`src/shared/sji_pkg.sv`:
```
package sji_pkg;

    // ========================================
    // Instruction word layout
    localparam int INSN_W       = 14;
    localparam int DATA_W       = 8;
    localparam int FADDR_W      = 7;
    localparam int PC_W         = 13;
    localparam int LIT_W        = 11;
    localparam int LATCH_W      = 8;

    localparam int OP6_HI       = 13;
    localparam int OP6_LO       = 8;
    localparam int OP3_HI       = 13;
    localparam int OP3_LO       = 11;
    localparam int DEST_BIT     = 7;
    localparam int FADDR_HI     = 6;
    localparam int LIT_HI       = 10;
    localparam int LATCH_HI     = 4;
    localparam int LATCH_LO     = 3;

    localparam logic [5:0] OP_DEC_SKIP = 6'h0B;
    localparam logic [5:0] OP_INC      = 6'h0A;
    localparam logic [2:0] OP_JUMP     = 3'h5;

    localparam logic       DEST_ACC    = 1'h0;
    localparam logic       DEST_FILE   = 1'h1;

    localparam logic [DATA_W-1:0] DATA_ONE  = 8'h01;
    localparam logic [DATA_W-1:0] DATA_ZERO = 8'h00;
    localparam logic [PC_W-1:0]   PC_ONE    = 13'h0001;
    localparam logic [PC_W-1:0]   PC_RESET  = 13'h0000;

    // ========================================
    // Execution phases
    typedef enum logic [1:0] {
        SJI_EXEC,
        SJI_FLUSH
    } sji_phase_t;

endpackage : sji_pkg

```
`src/shared/sji_res_if.sv`:
```
interface sji_res_if;
    import sji_pkg::*;
    logic              valid;
    logic              is_dec;
    logic              is_inc;
    logic              is_jump;
    logic              dest;
    logic [FADDR_W-1:0] faddr;
    logic [LIT_W-1:0]  lit;
    logic [DATA_W-1:0] result;
    logic              zero;

    modport dec (output valid, is_dec, is_inc, is_jump, dest, faddr, lit, result, zero);
    modport core (input valid, is_dec, is_inc, is_jump, dest, faddr, lit, result, zero);
endinterface : sji_res_if

```
`src/verilog/sji_decode.sv`:
```
module sji_decode
    import sji_pkg::*;
(
    input  wire logic [INSN_W-1:0] insn_in,
    input  wire logic              insn_valid_in,
    input  wire logic [DATA_W-1:0] file_rdata_in,
    sji_res_if.dec                 res
);
    // ========================================
    // Opcode match and arithmetic
    always_comb begin
        res.valid   = insn_valid_in;
        res.is_dec  = insn_in[OP6_HI:OP6_LO] == OP_DEC_SKIP;
        res.is_inc  = insn_in[OP6_HI:OP6_LO] == OP_INC;
        res.is_jump = insn_in[OP3_HI:OP3_LO] == OP_JUMP;
        res.dest    = insn_in[DEST_BIT];
        res.faddr   = insn_in[FADDR_HI:0];
        res.lit     = insn_in[LIT_HI:0];
        if (res.is_dec) begin
            res.result = file_rdata_in - DATA_ONE;
        end else begin
            res.result = file_rdata_in + DATA_ONE;
        end
        res.zero = res.result == DATA_ZERO;
    end
endmodule : sji_decode

```
`src/verilog/sji_exec.sv`:
```
module sji_exec
    import sji_pkg::*;
(
    input  wire logic               clk_in,
    input  wire logic               rst_in,
    input  wire logic [INSN_W-1:0]  insn_in,
    input  wire logic               insn_valid_in,
    input  wire logic [DATA_W-1:0]  file_rdata_in,
    input  wire logic [LATCH_W-1:0] pc_high_latch_in,
    output logic [PC_W-1:0]         pc_out,
    output logic [FADDR_W-1:0]      file_addr_out,
    output logic [DATA_W-1:0]       file_wdata_out,
    output logic                    file_we_out,
    output logic [DATA_W-1:0]       acc_out,
    output logic                    zero_flag_out,
    output logic                    zero_we_out,
    output logic                    flush_out
);
    // ========================================
    // State
    typedef struct packed {
        sji_phase_t         phase;
        logic [PC_W-1:0]    pc;
        logic [FADDR_W-1:0] faddr;
        logic [DATA_W-1:0]  wdata;
        logic               we;
        logic [DATA_W-1:0]  acc;
        logic               zero;
        logic               zero_we;
        logic               flush;
    } sji_state_t;

    // Every field returns here while reset is held
    localparam sji_state_t ST_RESET = '{
        phase:   SJI_EXEC,
        pc:      PC_RESET,
        faddr:   '0,
        wdata:   DATA_ZERO,
        we:      1'b0,
        acc:     DATA_ZERO,
        zero:    1'b0,
        zero_we: 1'b0,
        flush:   1'b0
    };

    // ========================================
    // Operation classes
    // Words outside the three instructions fall into the none class
    typedef enum logic [1:0] {
        OPK_NONE,
        OPK_DEC,
        OPK_INC,
        OPK_JUMP
    } sji_opk_t;

    sji_state_t         st_q;
    sji_state_t         st_d;

    sji_opk_t           opk;
    logic [FADDR_W-1:0] rd_addr;
    logic [PC_W-1:0]    seq_pc;
    logic [PC_W-1:0]    jump_pc;

    sji_res_if res ();

    sji_decode u_dec (
        .insn_in       (insn_in),
        .insn_valid_in (insn_valid_in),
        .file_rdata_in (file_rdata_in),
        .res           (res)
    );

    // ========================================
    // Timing seen from the far side
    // Results leave one cycle after the word is taken. A file write is still
    // pending when the next word reads its operand, so the register file must
    // forward a pending write to a read of the same cell; there is no interlock.
    // pc_out is the next fetch address. After a jump the target word is
    // fetched during the dead cycle, so the counter then runs one past it.
    // A stall holds every register but the pulses and the file address, the flush phase included.

    // ========================================
    // Operand, fetch address and jump target
    // File read address comes straight from the word so the operand is
    // available in the same cycle; the write port uses the registered copy.
    assign rd_addr = res.faddr;

    // The sequential fetch address wraps silently at the top of program space
    assign seq_pc = st_q.pc + PC_ONE;

    // Only two latch bits reach the counter; the rest of the latch is ignored
    assign jump_pc = {pc_high_latch_in[LATCH_HI:LATCH_LO], res.lit};

    // At most one class matches, so the order of the tests is immaterial
    assign opk = res.is_dec  ? OPK_DEC  :
                 res.is_inc  ? OPK_INC  :
                 res.is_jump ? OPK_JUMP : OPK_NONE;

    // ========================================
    // Next state
    always_comb begin
        // Pulses default low so each stands for exactly one cycle
        st_d         = st_q;
        st_d.we      = 1'b0;
        st_d.zero_we = 1'b0;
        st_d.flush   = 1'b0;
        st_d.faddr   = rd_addr;

        case (st_q.phase)
            SJI_EXEC: begin
                // A stalled cycle leaves every register but the pulses and faddr, which follows the word
                if (res.valid) begin
                    st_d.pc = seq_pc;

                    case (opk)
                        OPK_DEC: begin
                            case (res.dest)
                                DEST_FILE: begin
                                    st_d.we    = 1'b1;
                                    st_d.wdata = res.result;
                                end
                                DEST_ACC: begin
                                    st_d.acc   = res.result;
                                end
                                default: begin
                                    // An unknown destination bit writes nowhere
                                end
                            endcase
                            // Status is left alone, so a skip never disturbs the zero flag
                            if (res.zero) begin
                                st_d.phase = SJI_FLUSH;
                                st_d.flush = 1'b1;
                            end
                        end

                        OPK_INC: begin
                            case (res.dest)
                                DEST_FILE: begin
                                    st_d.we    = 1'b1;
                                    st_d.wdata = res.result;
                                end
                                DEST_ACC: begin
                                    st_d.acc   = res.result;
                                end
                                default: begin
                                    // An unknown destination bit writes nowhere
                                end
                            endcase
                            st_d.zero    = res.zero;
                            st_d.zero_we = 1'b1;
                        end

                        OPK_JUMP: begin
                            // Counter bits 12..11 come from the latch, the rest from the literal
                            st_d.pc    = jump_pc;
                            st_d.phase = SJI_FLUSH;
                            st_d.flush = 1'b1;
                        end

                        default: begin
                            // Words outside the three classes only advance the counter
                            st_d.pc = seq_pc;
                        end
                    endcase
                end
            end

            SJI_FLUSH: begin
                // Prefetched word is dropped; only the fetch address advances.
                // The phase holds through a stall so a late word is still dropped.
                if (res.valid) begin
                    st_d.pc    = seq_pc;
                    st_d.phase = SJI_EXEC;
                end
            end

            default: begin
                st_d.phase = SJI_EXEC;
            end
        endcase
    end

    // ========================================
    // State register
    always_ff @(posedge clk_in) begin
        if (rst_in) begin
            st_q <= ST_RESET;
        end else begin
            st_q <= st_d;
        end
    end

    // ========================================
    // Fetch side
    // The flush pulse stands for one cycle; the counter holds through stalls
    assign pc_out         = st_q.pc;
    assign flush_out      = st_q.flush;

    // ========================================
    // Register file side
    // Data stays put after the write pulse has gone; the address follows each new word
    assign file_addr_out  = st_q.faddr;
    assign file_wdata_out = st_q.wdata;
    assign file_we_out    = st_q.we;

    // ========================================
    // Core side
    // The zero flag only moves on an increment; decrement never pulses it
    assign acc_out        = st_q.acc;
    assign zero_flag_out  = st_q.zero;
    assign zero_we_out    = st_q.zero_we;

endmodule : sji_exec

```
`config.mk`:
```
export PLATFORM = sky130hd
export DESIGN_NAME = sji_exec
export DESIGN_NICKNAME = d
export VERILOG_FILES = /design/src/shared/sji_pkg.sv /design/src/shared/sji_res_if.sv /design/src/verilog/sji_decode.sv /design/src/verilog/sji_exec.sv
export SDC_FILE = /design/constraint.sdc
export NUM_CORES = 1
export LEC_CHECK = 0
export BUFFER_PORTS_ARGS = -buffer_cell sky130_fd_sc_hd__buf_4
export CAP_MARGIN = 20
export CORE_MARGIN = 2
export CORE_UTILIZATION = 52
export DETAILED_ROUTE_END_ITERATION = 10
export GPL_TIMING_DRIVEN = 1
export PLACE_DENSITY = 0.87
export SLEW_MARGIN = 40
export SYNTH_ARGS = -nofsm -noshare
export SYNTH_HDL_FRONTEND = slang
export SYNTH_SLANG_ARGS = --single-unit
export TNS_END_PERCENT = 50
```
`constraint.sdc`:
```
create_clock -name clk_in -period 3.62 [get_ports clk_in]
set_clock_uncertainty 0.1 [all_clocks]
set_input_delay 0.724 -clock clk_in [delete_from_list [all_inputs] [get_ports clk_in]]
set_output_delay 0.724 -clock clk_in [all_outputs]
set_load 0.03 [all_outputs]
```
==> results, run 1 <==
- The flow ran to the end, and the final reports show no timing, DRC or antenna violations.
- The final cell area excluding filler cells is 2826 µm².
- The critical path launch point type is an input pin.
- The reported max-cap violation count is 0.
- Each instance of the synthesized netlist takes up on average 8.353 µm².
- The clock period could shrink to 3323 ps.
- After detailed routing, the average wire length per cell comes to 14.24 µm.
- The number of failing hold endpoints at the final stage is 0.
- For this run, the leading register cell type out of synthesis is sky130_fd_sc_hd__dfxtp_1.
- The placed instances occupy a cell area of 2693 µm².
- For the pin with the worst max-slew slack, the measured transition is 615.7 ps.
- The global-route usage over all layers is 0.2081.
- The static power due to leakage is 1.194 nW.
- Of the post-synthesis cell area, the dominant cell type holds 0.3388.
- The aggregate routed wire length is 5.298 mm.
- The total net switching power is 253.8 µW.
- The library cell with the largest summed area after synthesis is sky130_fd_sc_hd__dfxtp_1.
- The worst hold path cell count is 2.
- The maximum net fanout on the critical path is 5.
- The capture instance of the worst register-to-register path is acc_out[3]$_SDFFE_PP0P_.
- Ranked by total cell area, the synthesized netlist is headed by sky130_fd_sc_hd__dfxtp_1 (34%), sky130_fd_sc_hd__buf_4 (11%), sky130_fd_sc_hd__nand2_1 (5.1%).
- 0 antenna diodes ended up in the layout.
- The clock tree from TritonCTS is done.
- Using the TritonRoute via totals, the vias-per-cell ratio works out to 5.581.
- The overall die area is 5220 µm².
- The pre-antenna-repair detailed-routing pass consisted of 4 iterations.
- Input and output buffers added on the ports amount to 66.
- For this run the aggregate overflow at the end of global routing stands at 0.
- The first routing iteration left 109 violations.
- Measured on the finished design, the core utilization comes to 0.6403.
- The number of global-route vias before repair is 1995.
- The number of cells on the worst reg-to-reg path is 6.
- The class of the tightest hold or removal check is reg -> reg.
- The count of state elements after synthesis is 41.
- The synthesized design contains 0 enable-type register cells.
- The number of pins exceeding their max-slew limit in the final report came to 0.
- In this run the most critical hold path is launched from file_wdata_out[1]$_SDFFE_PP0P_.
- The largest single stage delay on the critical path is 580 ps.
- When the netlist entered floorplanning its net count stood at 332.
- The post-layout instance count excluding filler cells is 372.
- For this run, the register share of the synthesized area comes to 0.3388.
- Clock-pin slew was measured on the worst setup and hold paths at 80 ps.
- The core region is 4414 µm².
- Setup repair after global routing left no endpoint under its margin.
- The worst register-to-register path begins at st_q[40]$_SDFFE_PP0P_.
- The die height is 72.25 µm.
- The I/O pin count is 73.
- The net count reported at finish is 361.
- The die extent in x is 72.25 µm.
- Entering global routing, the biggest net connects 44 pins.
- The last weighted congestion value of the routability-driven placer is 0.8390.
- The final setup violation count is 0.
- In this run, placement finished with an instance count of 364.
- Together, buffers and inverters on the worst path number 1.
- The switching part of the total power is 0.2401.
- The residual DRC count is 0.
- The worst-case clock buffer depth is 2.
- Gates resized during post-CTS repair numbered 0.
- The number of setup buffers added after CTS is 0.
- After synthesis, the share of flip-flops with an asynchronous set or reset is 0.
- The cell-internal power is 803.3 µW.
- The power density of the placed cells is 374.0 nW/µm².
- The level count of the clock H-tree is 2.
- The worst slack at placement is 46.80 ps.
- The worst endpoint required time is 3720 ps.
- Once detail routing completed, the nets flagged for antenna violations numbered 0.
- Summing internal, switching and leakage power gives 1.057 mW.
- The via total after detailed routing is 2076.
- After synthesis the cells add up to 2422 µm².
- Broken down by cell family, the worst path's largest delay share belongs to simple AND/OR/NAND/NOR gates.
- The number of CTS-inserted buffers is 5.
- The warning count from the yosys run is 0.
- The effective utilization at floorplan is 0.5488.
- The relative slew slack is 0.5883.
- The classification of the worst setup path is in -> reg.
- Dividing the final minimum period by the clock period gives 0.9179.
- The floorplan has 24 rows.
- The worst hold path terminates at file_wdata_out[1]$_SDFFE_PP0P_.
- The post-layout worst setup margin is 297.2 ps.
- In this run, distinct cell masters in the synthesized netlist total 58.
- The layout-stage area growth over the synthesis result is 16.68%.
- Of the total power, combinational logic draws 0.144.
- The relative contribution of the clock network to total power is 0.410.
- Setup total negative slack on the finished layout was measured at 0 ps.
- The final HPWL from detailed placement is 3.918 mm.
- The synthesized instance count is 290.
- The tightest hold path in the finished design has a slack of 358.0 ps.
- The worst reg-to-reg setup slack is 1610 ps.
- The insertion delay to the later sink of the worst-skew pair is 290 ps.
- The worst endpoint data arrival time is 3420 ps.
- For this design, the sink count on the clock tree is 41.
- The worst-case IR drop observed on VDD is 0.0001466 V.
- The fraction of power consumed by sequential logic is 0.446.
- The number of hold buffers added after CTS was 0.
- In the final layout, the share of cells above drive strength 1 is 0.2813.
- The cell depth of the worst setup path is 9.
- The number of antenna violations at the first check in global routing was 0.
- The type of element capturing the critical path is a flip-flop.
- Static timing analysis puts the maximum clock frequency at 300.9 MHz.
- The signal on the critical path passes through buf_4 -> and3b_1 -> and2_1 -> fa_1 -> a211o_1 -> and4b_1 -> a311o_1 -> or4b_4 -> o41ai_2.
- The root buffer cell chosen for the clock tree is sky130_fd_sc_hd__clkbuf_8.
- The slowest library cell on the worst path is sky130_fd_sc_hd__or4b_4.
- The critical path starts at insn_in[8].
- The wire length of the first global-routing pass is 8.714 mm.
[synthesized netlist by cell type, types with 2 or more instances]
cell type                  instances
sky130_fd_sc_hd__and2_1            5
sky130_fd_sc_hd__inv_1             5
sky130_fd_sc_hd__a21bo_2           2
sky130_fd_sc_hd__buf_2             3
sky130_fd_sc_hd__nand2_1          33
sky130_fd_sc_hd__buf_1             2
sky130_fd_sc_hd__clkbuf_1          7
sky130_fd_sc_hd__o21ai_0          12
sky130_fd_sc_hd__o21a_1            2
sky130_fd_sc_hd__o211ai_1          2
sky130_fd_sc_hd__nand2b_1          4
sky130_fd_sc_hd__buf_4            36
sky130_fd_sc_hd__a311oi_1          2
sky130_fd_sc_hd__nor2_1           21
sky130_fd_sc_hd__nor3b_1           2
sky130_fd_sc_hd__dfxtp_1          41
sky130_fd_sc_hd__nor2b_1          10
sky130_fd_sc_hd__nand3b_1          2
sky130_fd_sc_hd__a22oi_1           3
sky130_fd_sc_hd__a21boi_0          2
sky130_fd_sc_hd__a211oi_1         14
sky130_fd_sc_hd__mux2i_1           6
sky130_fd_sc_hd__a21oi_1          18
sky130_fd_sc_hd__nand3_1           8
sky130_fd_sc_hd__or3_1             2
sky130_fd_sc_hd__or4_1             2
sky130_fd_sc_hd__o31ai_1           3
sky130_fd_sc_hd__ha_1              8
sky130_fd_sc_hd__and3_1            3
sky130_fd_sc_hd__o21ai_1           2
[sequential cells by signal, summed over array words and instances (netlist names)]
| register | flops |
|---|---|
| file_wdata_out | 8 |
| pc_out | 13 |
| zero_we_out | 1 |
| acc_out | 8 |
| zero_flag_out | 1 |
| file_we_out | 1 |
| file_addr_out | 7 |
| st_q | 1 |
| flush_out | 1 |
[worst min-delay path, cell delays in order, from the launching register on]
cell,delay [ps]
sky130_fd_sc_hd__dfxtp_1,320
sky130_fd_sc_hd__nand2_1,50
sky130_fd_sc_hd__a21oi_1,50
[kinds of logic after synthesis]
kind of cell               after synthesis  share of synthesized area
buffers and inverters                   55                     0.1488
DFF                                     41                     0.3388
AOI/OAI and AO/OA                       75                     0.2133
and+or+nand+nor                        103                     0.2211
xor gates and xnor gates                 1                   0.003616
adders and majority gates                9                    0.04959
muxes                                    6                    0.02479
[routing by layer]
layer	GRT usage	wire length, µm
met5	0	0
met4	0.08386	95
met2	0.3547	2617
met3	0.04583	268
met1	0.2539	2315
[power by group through the flow]
stage / registers, mW / logic, mW / clock network, mW
final: 0.471 / 0.153 / 0.433
after global routing: 0.473 / 0.165 / 0.457
after detailed placement: 0.482 / 0.152 / 0
after CTS: 0.471 / 0.152 / 0.438
after floorplan: 0.480 / 0.107 / 0
after global placement: 0.481 / 0.147 / 0
[worst max path at each step]
stage,slack (ps),end
after global routing,210,zero_flag_out$_SDFFE_PP0P_
after global placement,90,zero_flag_out$_SDFFE_PP0P_
after CTS,330,zero_flag_out$_SDFFE_PP0P_
after floorplan,290,zero_flag_out$_SDFFE_PP0P_
after detailed placement,50,zero_flag_out$_SDFFE_PP0P_
final,300,zero_flag_out$_SDFFE_PP0P_
[final cells by class]
type / instances / area (µm²)
fillers: 390 / 1588
inverters: 5 / 18.77
repair buffers: 72 / 540.5
flip-flops and latches: 41 / 820.8
multi-input cells: 194 / 1247
well taps: 52 / 65.06
clock buffers: 5 / 68.82
clock inverters: 3 / 65.06
[cells in the final DEF (no fill, tap or decap), types with 2 or more instances in the layout]
master / count
sky130_fd_sc_hd__a211oi_1: 14
sky130_fd_sc_hd__a21bo_2: 2
sky130_fd_sc_hd__a21boi_0: 2
sky130_fd_sc_hd__a21oi_1: 18
sky130_fd_sc_hd__a22oi_1: 3
sky130_fd_sc_hd__a311oi_1: 2
sky130_fd_sc_hd__and2_1: 5
sky130_fd_sc_hd__and3_1: 3
sky130_fd_sc_hd__buf_4: 72
sky130_fd_sc_hd__bufinv_16: 2
sky130_fd_sc_hd__clkbuf_8: 5
sky130_fd_sc_hd__dfxtp_1: 41
sky130_fd_sc_hd__ha_1: 8
sky130_fd_sc_hd__inv_1: 5
sky130_fd_sc_hd__mux2i_1: 6
sky130_fd_sc_hd__nand2_1: 33
sky130_fd_sc_hd__nand2b_1: 4
sky130_fd_sc_hd__nand3_1: 8
sky130_fd_sc_hd__nand3b_1: 2
sky130_fd_sc_hd__nor2_1: 21
sky130_fd_sc_hd__nor2b_1: 10
sky130_fd_sc_hd__nor3b_1: 2
sky130_fd_sc_hd__o211ai_1: 2
sky130_fd_sc_hd__o21a_1: 2
sky130_fd_sc_hd__o21ai_0: 12
sky130_fd_sc_hd__o21ai_1: 2
sky130_fd_sc_hd__o31ai_1: 3
sky130_fd_sc_hd__or3_1: 2
sky130_fd_sc_hd__or4_1: 2
Power figures use the tool's default switching activity.
==> inputs of run 2 (changes only) <==
--- a/config.mk
+++ b/config.mk
@@ -7,6 +7,7 @@
 export LEC_CHECK = 0
 export BUFFER_PORTS_ARGS = -buffer_cell sky130_fd_sc_hd__buf_4
 export CAP_MARGIN = 20
+export CORE_ASPECT_RATIO = 1.25
 export CORE_MARGIN = 2
 export CORE_UTILIZATION = 52
 export DETAILED_ROUTE_END_ITERATION = 10
==> results, run 2 (same netlist as run 1, synthesis figures left out) <==
- The number of DRC violations after detailed-routing iteration 0 is 202 (was 109).
- The worst-case clock buffer depth is 2 (unchanged).
- The worst endpoint required time came to 3720 ps (about the same).
- The final antenna diode count was 0 (unchanged).
- The delay of the slowest cell on the worst path came to 570 ps (was 580 ps).
- The core area is 4459 µm² (was 4414 µm²).
- The slew of the pin with the lowest slew margin is 701.3 ps (was 615.7 ps).
- Result of the run: complete, no violations (unchanged).
- The total power is 900.4 µW (was 1.057 mW).
- The relative contribution of the clock network to total power is 0.304 (was 0.410).
- The critical path's top delay family is simple AND/OR/NAND/NOR gates (unchanged).
- The aggregate routed wire length is 5.171 mm (was 5.298 mm).
- The number of setup buffers added after CTS came to 0 (unchanged).
- The number of cells upsized or downsized after cts is 0 (unchanged).
- The total net switching power is 241.3 µW (was 253.8 µW).
- The I/O pin count came to 73 (unchanged).
- The proportion of power drawn by combinational gates is 0.172 (was 0.144).
- The worst reg-to-reg setup slack came to 1450 ps (was 1610 ps).
- The detailed-routing iteration count for the pre-antenna-repair pass was 4 (unchanged).
- The final period demand of the worst path is 3291 ps (was 3323 ps).
- The total overflow reported by the global router is 0 (unchanged).
- The clock net sink count was 41 (unchanged).
- The most numerous cell type found on the critical path is sky130_fd_sc_hd__buf_4.
- The static power due to leakage is 1.175 nW (was 1.194 nW).
- The share of cells above drive strength 1 is 0.2813 (unchanged).
- The quantity of I/O buffers inserted on ports was 66 (unchanged).
- The number of failing hold endpoints at the final stage came to 0 (unchanged).
- The layout-stage area growth over the synthesis result is 15.13% (was 16.68%).
- The number of CTS-inserted buffers is 5 (unchanged).
- The relative slew slack is 0.5259 (was 0.5883).
- The most common cell after layout, fill and taps aside is sky130_fd_sc_hd__buf_4 (unchanged).
- The ratio of routed vias to standard cells is 5.558 (was 5.581).
- The end point of the critical path is zero_flag_out$_SDFFE_PP0P_ (unchanged).
- The via total after detailed routing came to 2101 (was 2076).
- The final setup violation count is 0 (unchanged).
- The power density of the placed cells was 322.8 nW/µm² (was 374.0 nW/µm²).
- The cell chosen for the clock root is sky130_fd_sc_hd__clkbuf_8 (unchanged).
- The number of inserted filler cells in the final layout is 424 (was 390).
- The number of cells on the worst reg-to-reg path was 5 (was 6).
- The number of pins exceeding their max-slew limit in the final report is 0 (unchanged).
- The wire length of the first global-routing pass is 8.618 mm (was 8.714 mm).
- Most frequent cells in the layout: sky130_fd_sc_hd__buf_4 (74), sky130_fd_sc_hd__dfxtp_1 (41), sky130_fd_sc_hd__nand2_1 (33) (was sky130_fd_sc_hd__buf_4 (72), sky130_fd_sc_hd__dfxtp_1 (41), sky130_fd_sc_hd__nand2_1 (33)).
- The largest net degree at the start of global routing is 44 (unchanged).
- The final routed wire length divided by cell count came to 13.68 µm (was 14.24 µm).
- The classification of the worst setup path is in -> reg (unchanged).
- The last weighted congestion value of the routability-driven placer is 0.8810 (was 0.8390).
- The net count reported at finish is 363 (was 361).
- The ratio of final minimum period to clock period is 0.9091 (was 0.9179).
- The cts-stage hold buffer count is 0 (unchanged).
- CP Cell Sequence: buf_4 -> nor3b_1 -> buf_4 -> and2_1 -> fa_1 -> a211o_1 -> and4b_1 -> a311o_1 -> or4b_4 -> o41ai_2 (was buf_4 -> and3b_1 -> and2_1 -> fa_1 -> a211o_1 -> and4b_1 -> a311o_1 -> or4b_4 -> o41ai_2).
- The launch point of the worst reg-to-reg path is st_q[40]$_SDFFE_PP0P_ (unchanged).
- The switching part of the total power is 0.2680 (was 0.2401).
- The fmax is 303.9 MHz (was 300.9 MHz).
- The setup TNS after final layout is 0 ps (unchanged).
- The clock tree from TritonCTS is done (unchanged).
- The global-route usage over all layers is 0.2112 (was 0.2081).
- The worst hold path cell count was 2 (unchanged).
- The overall die area is 5224 µm² (was 5220 µm²).
- The effective utilization at floorplan came to 0.5432 (was 0.5488).
- The residual DRC count is 0 (unchanged).
- The critical path launch point type is an input pin (unchanged).
- The cell-internal power is 659.1 µW (was 803.3 µW).
- The remaining number of nets flagged by the antenna check after routing was 0 (unchanged).
- The slowest library cell on the worst path is sky130_fd_sc_hd__or4b_4 (unchanged).
- The sum of buffers and inverters on the critical path is 2 (was 1).
- The cell depth of the worst setup path was 10 (was 9).
- The reported max-cap violation count was 0 (unchanged).
- The number of antenna violations at the first check in global routing is 0 (unchanged).
- The number of standard-cell rows in the floorplan came to 27 (was 24).
- The number of flip-flops under the largest register name is 13 (unchanged).
- The number of global-route vias before repair is 1909 (was 1995).
- The final HPWL from detailed placement was 3.837 mm (was 3.918 mm).
- The level count of the clock H-tree is 2 (unchanged).
- The capture instance of the worst register-to-register path is file_wdata_out[2]$_SDFFE_PP0P_ (was acc_out[3]$_SDFFE_PP0P_).
- The fraction of power consumed by sequential logic came to 0.524 (was 0.446).
- The type of element capturing the critical path is a flip-flop (unchanged).
- The clock edge transition at the registers on the reported setup and hold paths is 70 ps (was 80 ps).
- The die extent in x is 65.05 µm (was 72.25 µm).
- The worst hold slack after final layout came to 357.8 ps (was 358.0 ps).
- The class of the tightest hold or removal check is reg -> reg (unchanged).
- The insertion delay to the later sink of the worst-skew pair is 290 ps (about the same).
- Unrepaired setup endpoints after global routing: no (unchanged).
- The source of the critical timing path was insn_in[11] (was insn_in[8]).
- The die height is 80.31 µm (was 72.25 µm).
- The maximum net fanout on the critical path was 6 (was 5).
- The maximum resistive drop on vdd was 0.0002013 V (was 0.0001466 V).
- The worst endpoint data arrival time is 3390 ps (was 3420 ps).
run 2: cell count changes in the layout (fill, tap and decap cells not counted):
cell | previous run | this run
sky130_fd_sc_hd__bufinv_16 | 2 | 0
sky130_fd_sc_hd__buf_4 | 72 | 74
run 2: stage by stage:
step / setup slack (ps) / std cells / util / area, µm²
6_report: 329.0 / 378 / 0.6254 / 2789
5_1_grt: 212.7 / 378 / 0.6254 / 2789
4_1_cts: 352.0 / 378 / 0.6254 / 2789
3_5_place_dp: 49.72 / 372 / 0.6089 / 2715
3_3_place_gp: 64.64 / 372 / 0.6089 / 2715
2_1_floorplan: 290.1 / 290 / - / 2422
run 2: power groups by stage:
stage | registers, mW | clock network, mW | logic [mW]
after floorplan | 0.480 | 0 | 0.107
after global placement | 0.481 | 0 | 0.150
after detailed placement | 0.482 | 0 | 0.154
after CTS | 0.471 | 0.287 | 0.155
after global routing | 0.473 | 0.300 | 0.170
final | 0.472 | 0.274 | 0.155
run 2: layout make-up:
class                           count  area (µm²)  share of cell area
Clock buffer                        5       68.82             0.02467
Inverter                            5       18.77            0.006729
Sequential cell                    41       820.8              0.2943
Clock inverter                      1       5.005            0.001795
Timing Repair Buffer               74       555.5              0.1992
Multi-Input combinational cell    194        1247              0.4473
Tap cell                           58       72.57             0.02602
run 2: worst reg2reg max path, cell delays in order (launching register included):
cell and delay [ps]:
sky130_fd_sc_hd__dfxtp_1 340, sky130_fd_sc_hd__nand2b_1 190, sky130_fd_sc_hd__nor4b_1 650, sky130_fd_sc_hd__and2_1 470, sky130_fd_sc_hd__nor2_1 80, sky130_fd_sc_hd__a211oi_1 250
run 2: worst min-delay path by stage:
stage                                              start  slack (ps)                        endpoint
after floorplan           file_wdata_out[1]$_SDFFE_PP0P_         340  file_wdata_out[1]$_SDFFE_PP0P_
after global placement    file_wdata_out[4]$_SDFFE_PP0P_         350  file_wdata_out[4]$_SDFFE_PP0P_
after detailed placement  file_wdata_out[5]$_SDFFE_PP0P_         350  file_wdata_out[5]$_SDFFE_PP0P_
after CTS                 file_wdata_out[1]$_SDFFE_PP0P_         360  file_wdata_out[1]$_SDFFE_PP0P_
after global routing      file_wdata_out[3]$_SDFFE_PP0P_         390  file_wdata_out[3]$_SDFFE_PP0P_
final                     file_wdata_out[1]$_SDFFE_PP0P_         360  file_wdata_out[1]$_SDFFE_PP0P_
run 2: per-layer routing:
layer,vias up,part of all wire,track usage
li1,1054,-,-
met1,985,0.42,0.2430
met2,55,0.51,0.3825
met3,7,0.056,0.05322
met4,0,0.012,0.06250
met5,-,0,0
==> inputs of run 3 (changes only) <==
--- a/config.mk
+++ b/config.mk
@@ -9,10 +9,10 @@
 export CAP_MARGIN = 20
 export CORE_ASPECT_RATIO = 1.25
 export CORE_MARGIN = 2
-export CORE_UTILIZATION = 52
+export CORE_UTILIZATION = 30
 export DETAILED_ROUTE_END_ITERATION = 10
 export GPL_TIMING_DRIVEN = 1
-export PLACE_DENSITY = 0.87
+export PLACE_DENSITY = 0.57
 export SLEW_MARGIN = 40
 export SYNTH_ARGS = -nofsm -noshare
 export SYNTH_HDL_FRONTEND = slang
==> results, run 3 (same netlist as run 1, synthesis figures left out) <==
- The wire length of the first global-routing pass is 9.459 mm (was 8.618 mm).
- The type of element capturing the critical path is a flip-flop (unchanged).
- The last weighted congestion value of the routability-driven placer was 0.8067 (was 0.8810).
- The clock edge transition at the registers on the reported setup and hold paths was 80 ps (was 70 ps).
- The I/O pin count is 73 (unchanged).
- The total power is 987.4 µW (was 900.4 µW).
- The slew of the pin with the lowest slew margin came to 647.5 ps (was 701.3 ps).
- The number of cells upsized or downsized after cts is 0 (unchanged).
- The number of setup buffers added after CTS is 0 (unchanged).
- The number of antenna violations at the first check in global routing came to 0 (unchanged).
- The worst hold slack after final layout was 357.2 ps (was 357.8 ps).
- The total overflow reported by the global router is 0 (unchanged).
- The final setup violation count is 0 (unchanged).
- The insertion delay to the later sink of the worst-skew pair is 280 ps (was 290 ps).
- The via total after detailed routing came to 2075 (was 2101).
- The number of failing hold endpoints at the final stage is 0 (unchanged).
- The number of inserted filler cells in the final layout is 843 (was 424).
- The number of CTS-inserted buffers is 5 (unchanged).
- The worst endpoint required time came to 3710 ps (was 3720 ps).
- The placement-stage cell area is 2776 µm² (was 2715 µm²).
- The relative slew slack is 0.5670 (was 0.5259).
- The source of the worst hold timing path was file_wdata_out[5]$_SDFFE_PP0P_ (was file_wdata_out[1]$_SDFFE_PP0P_).
- The detailed-routing iteration count for the pre-antenna-repair pass is 4 (unchanged).
- The maximum net fanout on the critical path came to 6 (unchanged).
- The delay of the slowest cell on the worst path is 560 ps (was 570 ps).
- The fmax is 300.2 MHz (was 303.9 MHz).
- The residual DRC count is 0 (unchanged).
- The overall die area is 8814 µm² (was 5224 µm²).
- The die extent in x is 84.37 µm (was 65.05 µm).
- The worst-case clock buffer depth is 2 (unchanged).
- The level count of the clock H-tree is 2 (unchanged).
- The cts-stage hold buffer count is 0 (unchanged).
- The number of cells on the worst reg-to-reg path came to 6 (was 5).
- The final period demand of the worst path is 3331 ps (was 3291 ps).
- The remaining number of nets flagged by the antenna check after routing is 0 (unchanged).
- The critical path launch point type was an input pin (unchanged).
- The power density of the placed cells is 342.8 nW/µm² (was 322.8 nW/µm²).
- The cell chosen for the clock root is sky130_fd_sc_hd__clkbuf_8 (unchanged).
- The ratio of routed vias to standard cells is 4.964 (was 5.558).
- The capture instance of the worst register-to-register path is file_wdata_out[7]$_SDFFE_PP0P_ (was file_wdata_out[2]$_SDFFE_PP0P_).
- The slowest library cell on the worst path was sky130_fd_sc_hd__or4b_4 (unchanged).
- Most frequent cells in the layout: sky130_fd_sc_hd__buf_4 (76), sky130_fd_sc_hd__dfxtp_1 (41), sky130_fd_sc_hd__nand2_1 (33) (was sky130_fd_sc_hd__buf_4 (74), sky130_fd_sc_hd__dfxtp_1 (41), sky130_fd_sc_hd__nand2_1 (33)).
- The most common cell after layout, fill and taps aside is sky130_fd_sc_hd__buf_4 (unchanged).
- The number of flip-flops under the largest register name is 13 (unchanged).
- The clock net sink count was 41 (unchanged).
- The number of pins exceeding their max-slew limit in the final report is 0 (unchanged).
- The layout-stage area growth over the synthesis result was 18.90% (was 15.13%).
- The share of cells above drive strength 1 is 0.2879 (was 0.2813).
- The static power due to leakage came to 1.200 nW (was 1.175 nW).
- The number of standard-cell rows in the floorplan was 36 (was 27).
- The global-route usage over all layers is 0.1307 (was 0.2112).
- The launch point of the worst reg-to-reg path is st_q[40]$_SDFFE_PP0P_ (unchanged).
- The final cell area excluding filler cells is 2880 µm² (was 2789 µm²).
- The setup TNS after final layout is 0 ps (unchanged).
- The sink of the worst hold path is file_wdata_out[5]$_SDFFE_PP0P_ (was file_wdata_out[1]$_SDFFE_PP0P_).
- The maximum resistive drop on vdd is 0.0001479 V (was 0.0002013 V).
- The net count reported at finish is 365 (was 363).
- The number of DRC violations after detailed-routing iteration 0 is 34 (was 202).
- The largest net degree at the start of global routing came to 44 (unchanged).
- The classification of the worst setup path is in -> reg (unchanged).
- The final HPWL from detailed placement is 4.311 mm (was 3.837 mm).
- CP Cell Sequence: buf_4 -> nor3b_1 -> buf_4 -> and2_1 -> fa_1 -> a211o_1 -> and4b_1 -> a311o_1 -> or4b_4 -> o41ai_2 (unchanged).
- The quantity of I/O buffers inserted on ports is 66 (unchanged).
- The cell occurring most often along the worst timing path is sky130_fd_sc_hd__buf_4 (unchanged).
- The effective utilization at floorplan was 0.3091 (was 0.5432).
- The reported max-cap violation count is 0 (unchanged).
- Result of the run: complete, no violations (unchanged).
- The aggregate routed wire length was 5.696 mm (was 5.171 mm).
- The worst hold path cell count is 2 (unchanged).
- The class of the tightest hold or removal check is reg -> reg (unchanged).
- Unrepaired setup endpoints after global routing: no (unchanged).
- The core area is 7838 µm² (was 4459 µm²).
- The worst endpoint data arrival time is 3420 ps (was 3390 ps).
- The clock tree from TritonCTS is done (unchanged).
- The die height is 104.5 µm (was 80.31 µm).
- The ratio of final minimum period to clock period came to 0.9202 (was 0.9091).
- The final antenna diode count is 0 (unchanged).
- The number of global-route vias before repair came to 1986 (was 1909).
- The worst reg-to-reg setup slack is 1760 ps (was 1450 ps).
- The final routed wire length divided by cell count is 13.63 µm (was 13.68 µm).
## run 3: power breakdown
group / leakage, nW / internal, mW / total [mW] / switching [mW]
Sequential: 0.334 / 0.462 / 0.471 / 0.00888
Combinational: 0.812 / 0.0704 / 0.156 / 0.0857
Clock: 0.0540 / 0.201 / 0.360 / 0.160
## run 3: area by class of cell
cell class              instances  area (µm²)  share of cell area
multi-input cells             194        1247              0.4331
inverters                       5       18.77            0.006516
well taps                      95       118.9             0.04127
clock inverters                 2       35.03             0.01216
repair buffers                 76       570.5              0.1981
clock buffers                   5       68.82             0.02389
flip-flops and latches         41       820.8              0.2850
## run 3: through the flow
step	setup WS, ps	utilization	instances
after global placement	23.21	0.3542	411
after CTS	283.6	0.3675	418
after detailed placement	-20.20	0.3542	411
final	288.7	0.3675	418
after global routing	192.5	0.3675	418
after floorplan	290.1	-	290
## run 3: how the worst max path moves through the flow
stage	startpoint	to
floorplan	insn_in[12]	zero_flag_out$_SDFFE_PP0P_
global placement	insn_in[11]	zero_flag_out$_SDFFE_PP0P_
detailed placement	insn_in[11]	zero_flag_out$_SDFFE_PP0P_
CTS	insn_in[11]	zero_flag_out$_SDFFE_PP0P_
global route	insn_in[12]	zero_flag_out$_SDFFE_PP0P_
finish	insn_in[11]	zero_flag_out$_SDFFE_PP0P_
## run 3: layer usage
| layer | vias to the layer above | share of wire | track usage |
|---|---|---|---|
| met5 | - | 0 | 0 |
| met4 | 0 | 0.0054 | 0.03061 |
| met3 | 2 | 0.044 | 0.03254 |
| met2 | 42 | 0.53 | 0.2353 |
| met1 | 976 | 0.42 | 0.1544 |
| li1 | 1055 | - | - |
## run 3: critical path, delay by kind of cell
| kind | cells | cell delay [ps] |
|---|---|---|
| AOI/OAI and AO/OA | 3 | 890 |
| adders and majority gates | 1 | 450 |
| and+or+nand+nor | 4 | 1100 |
| buffers and inverters | 2 | 240 |
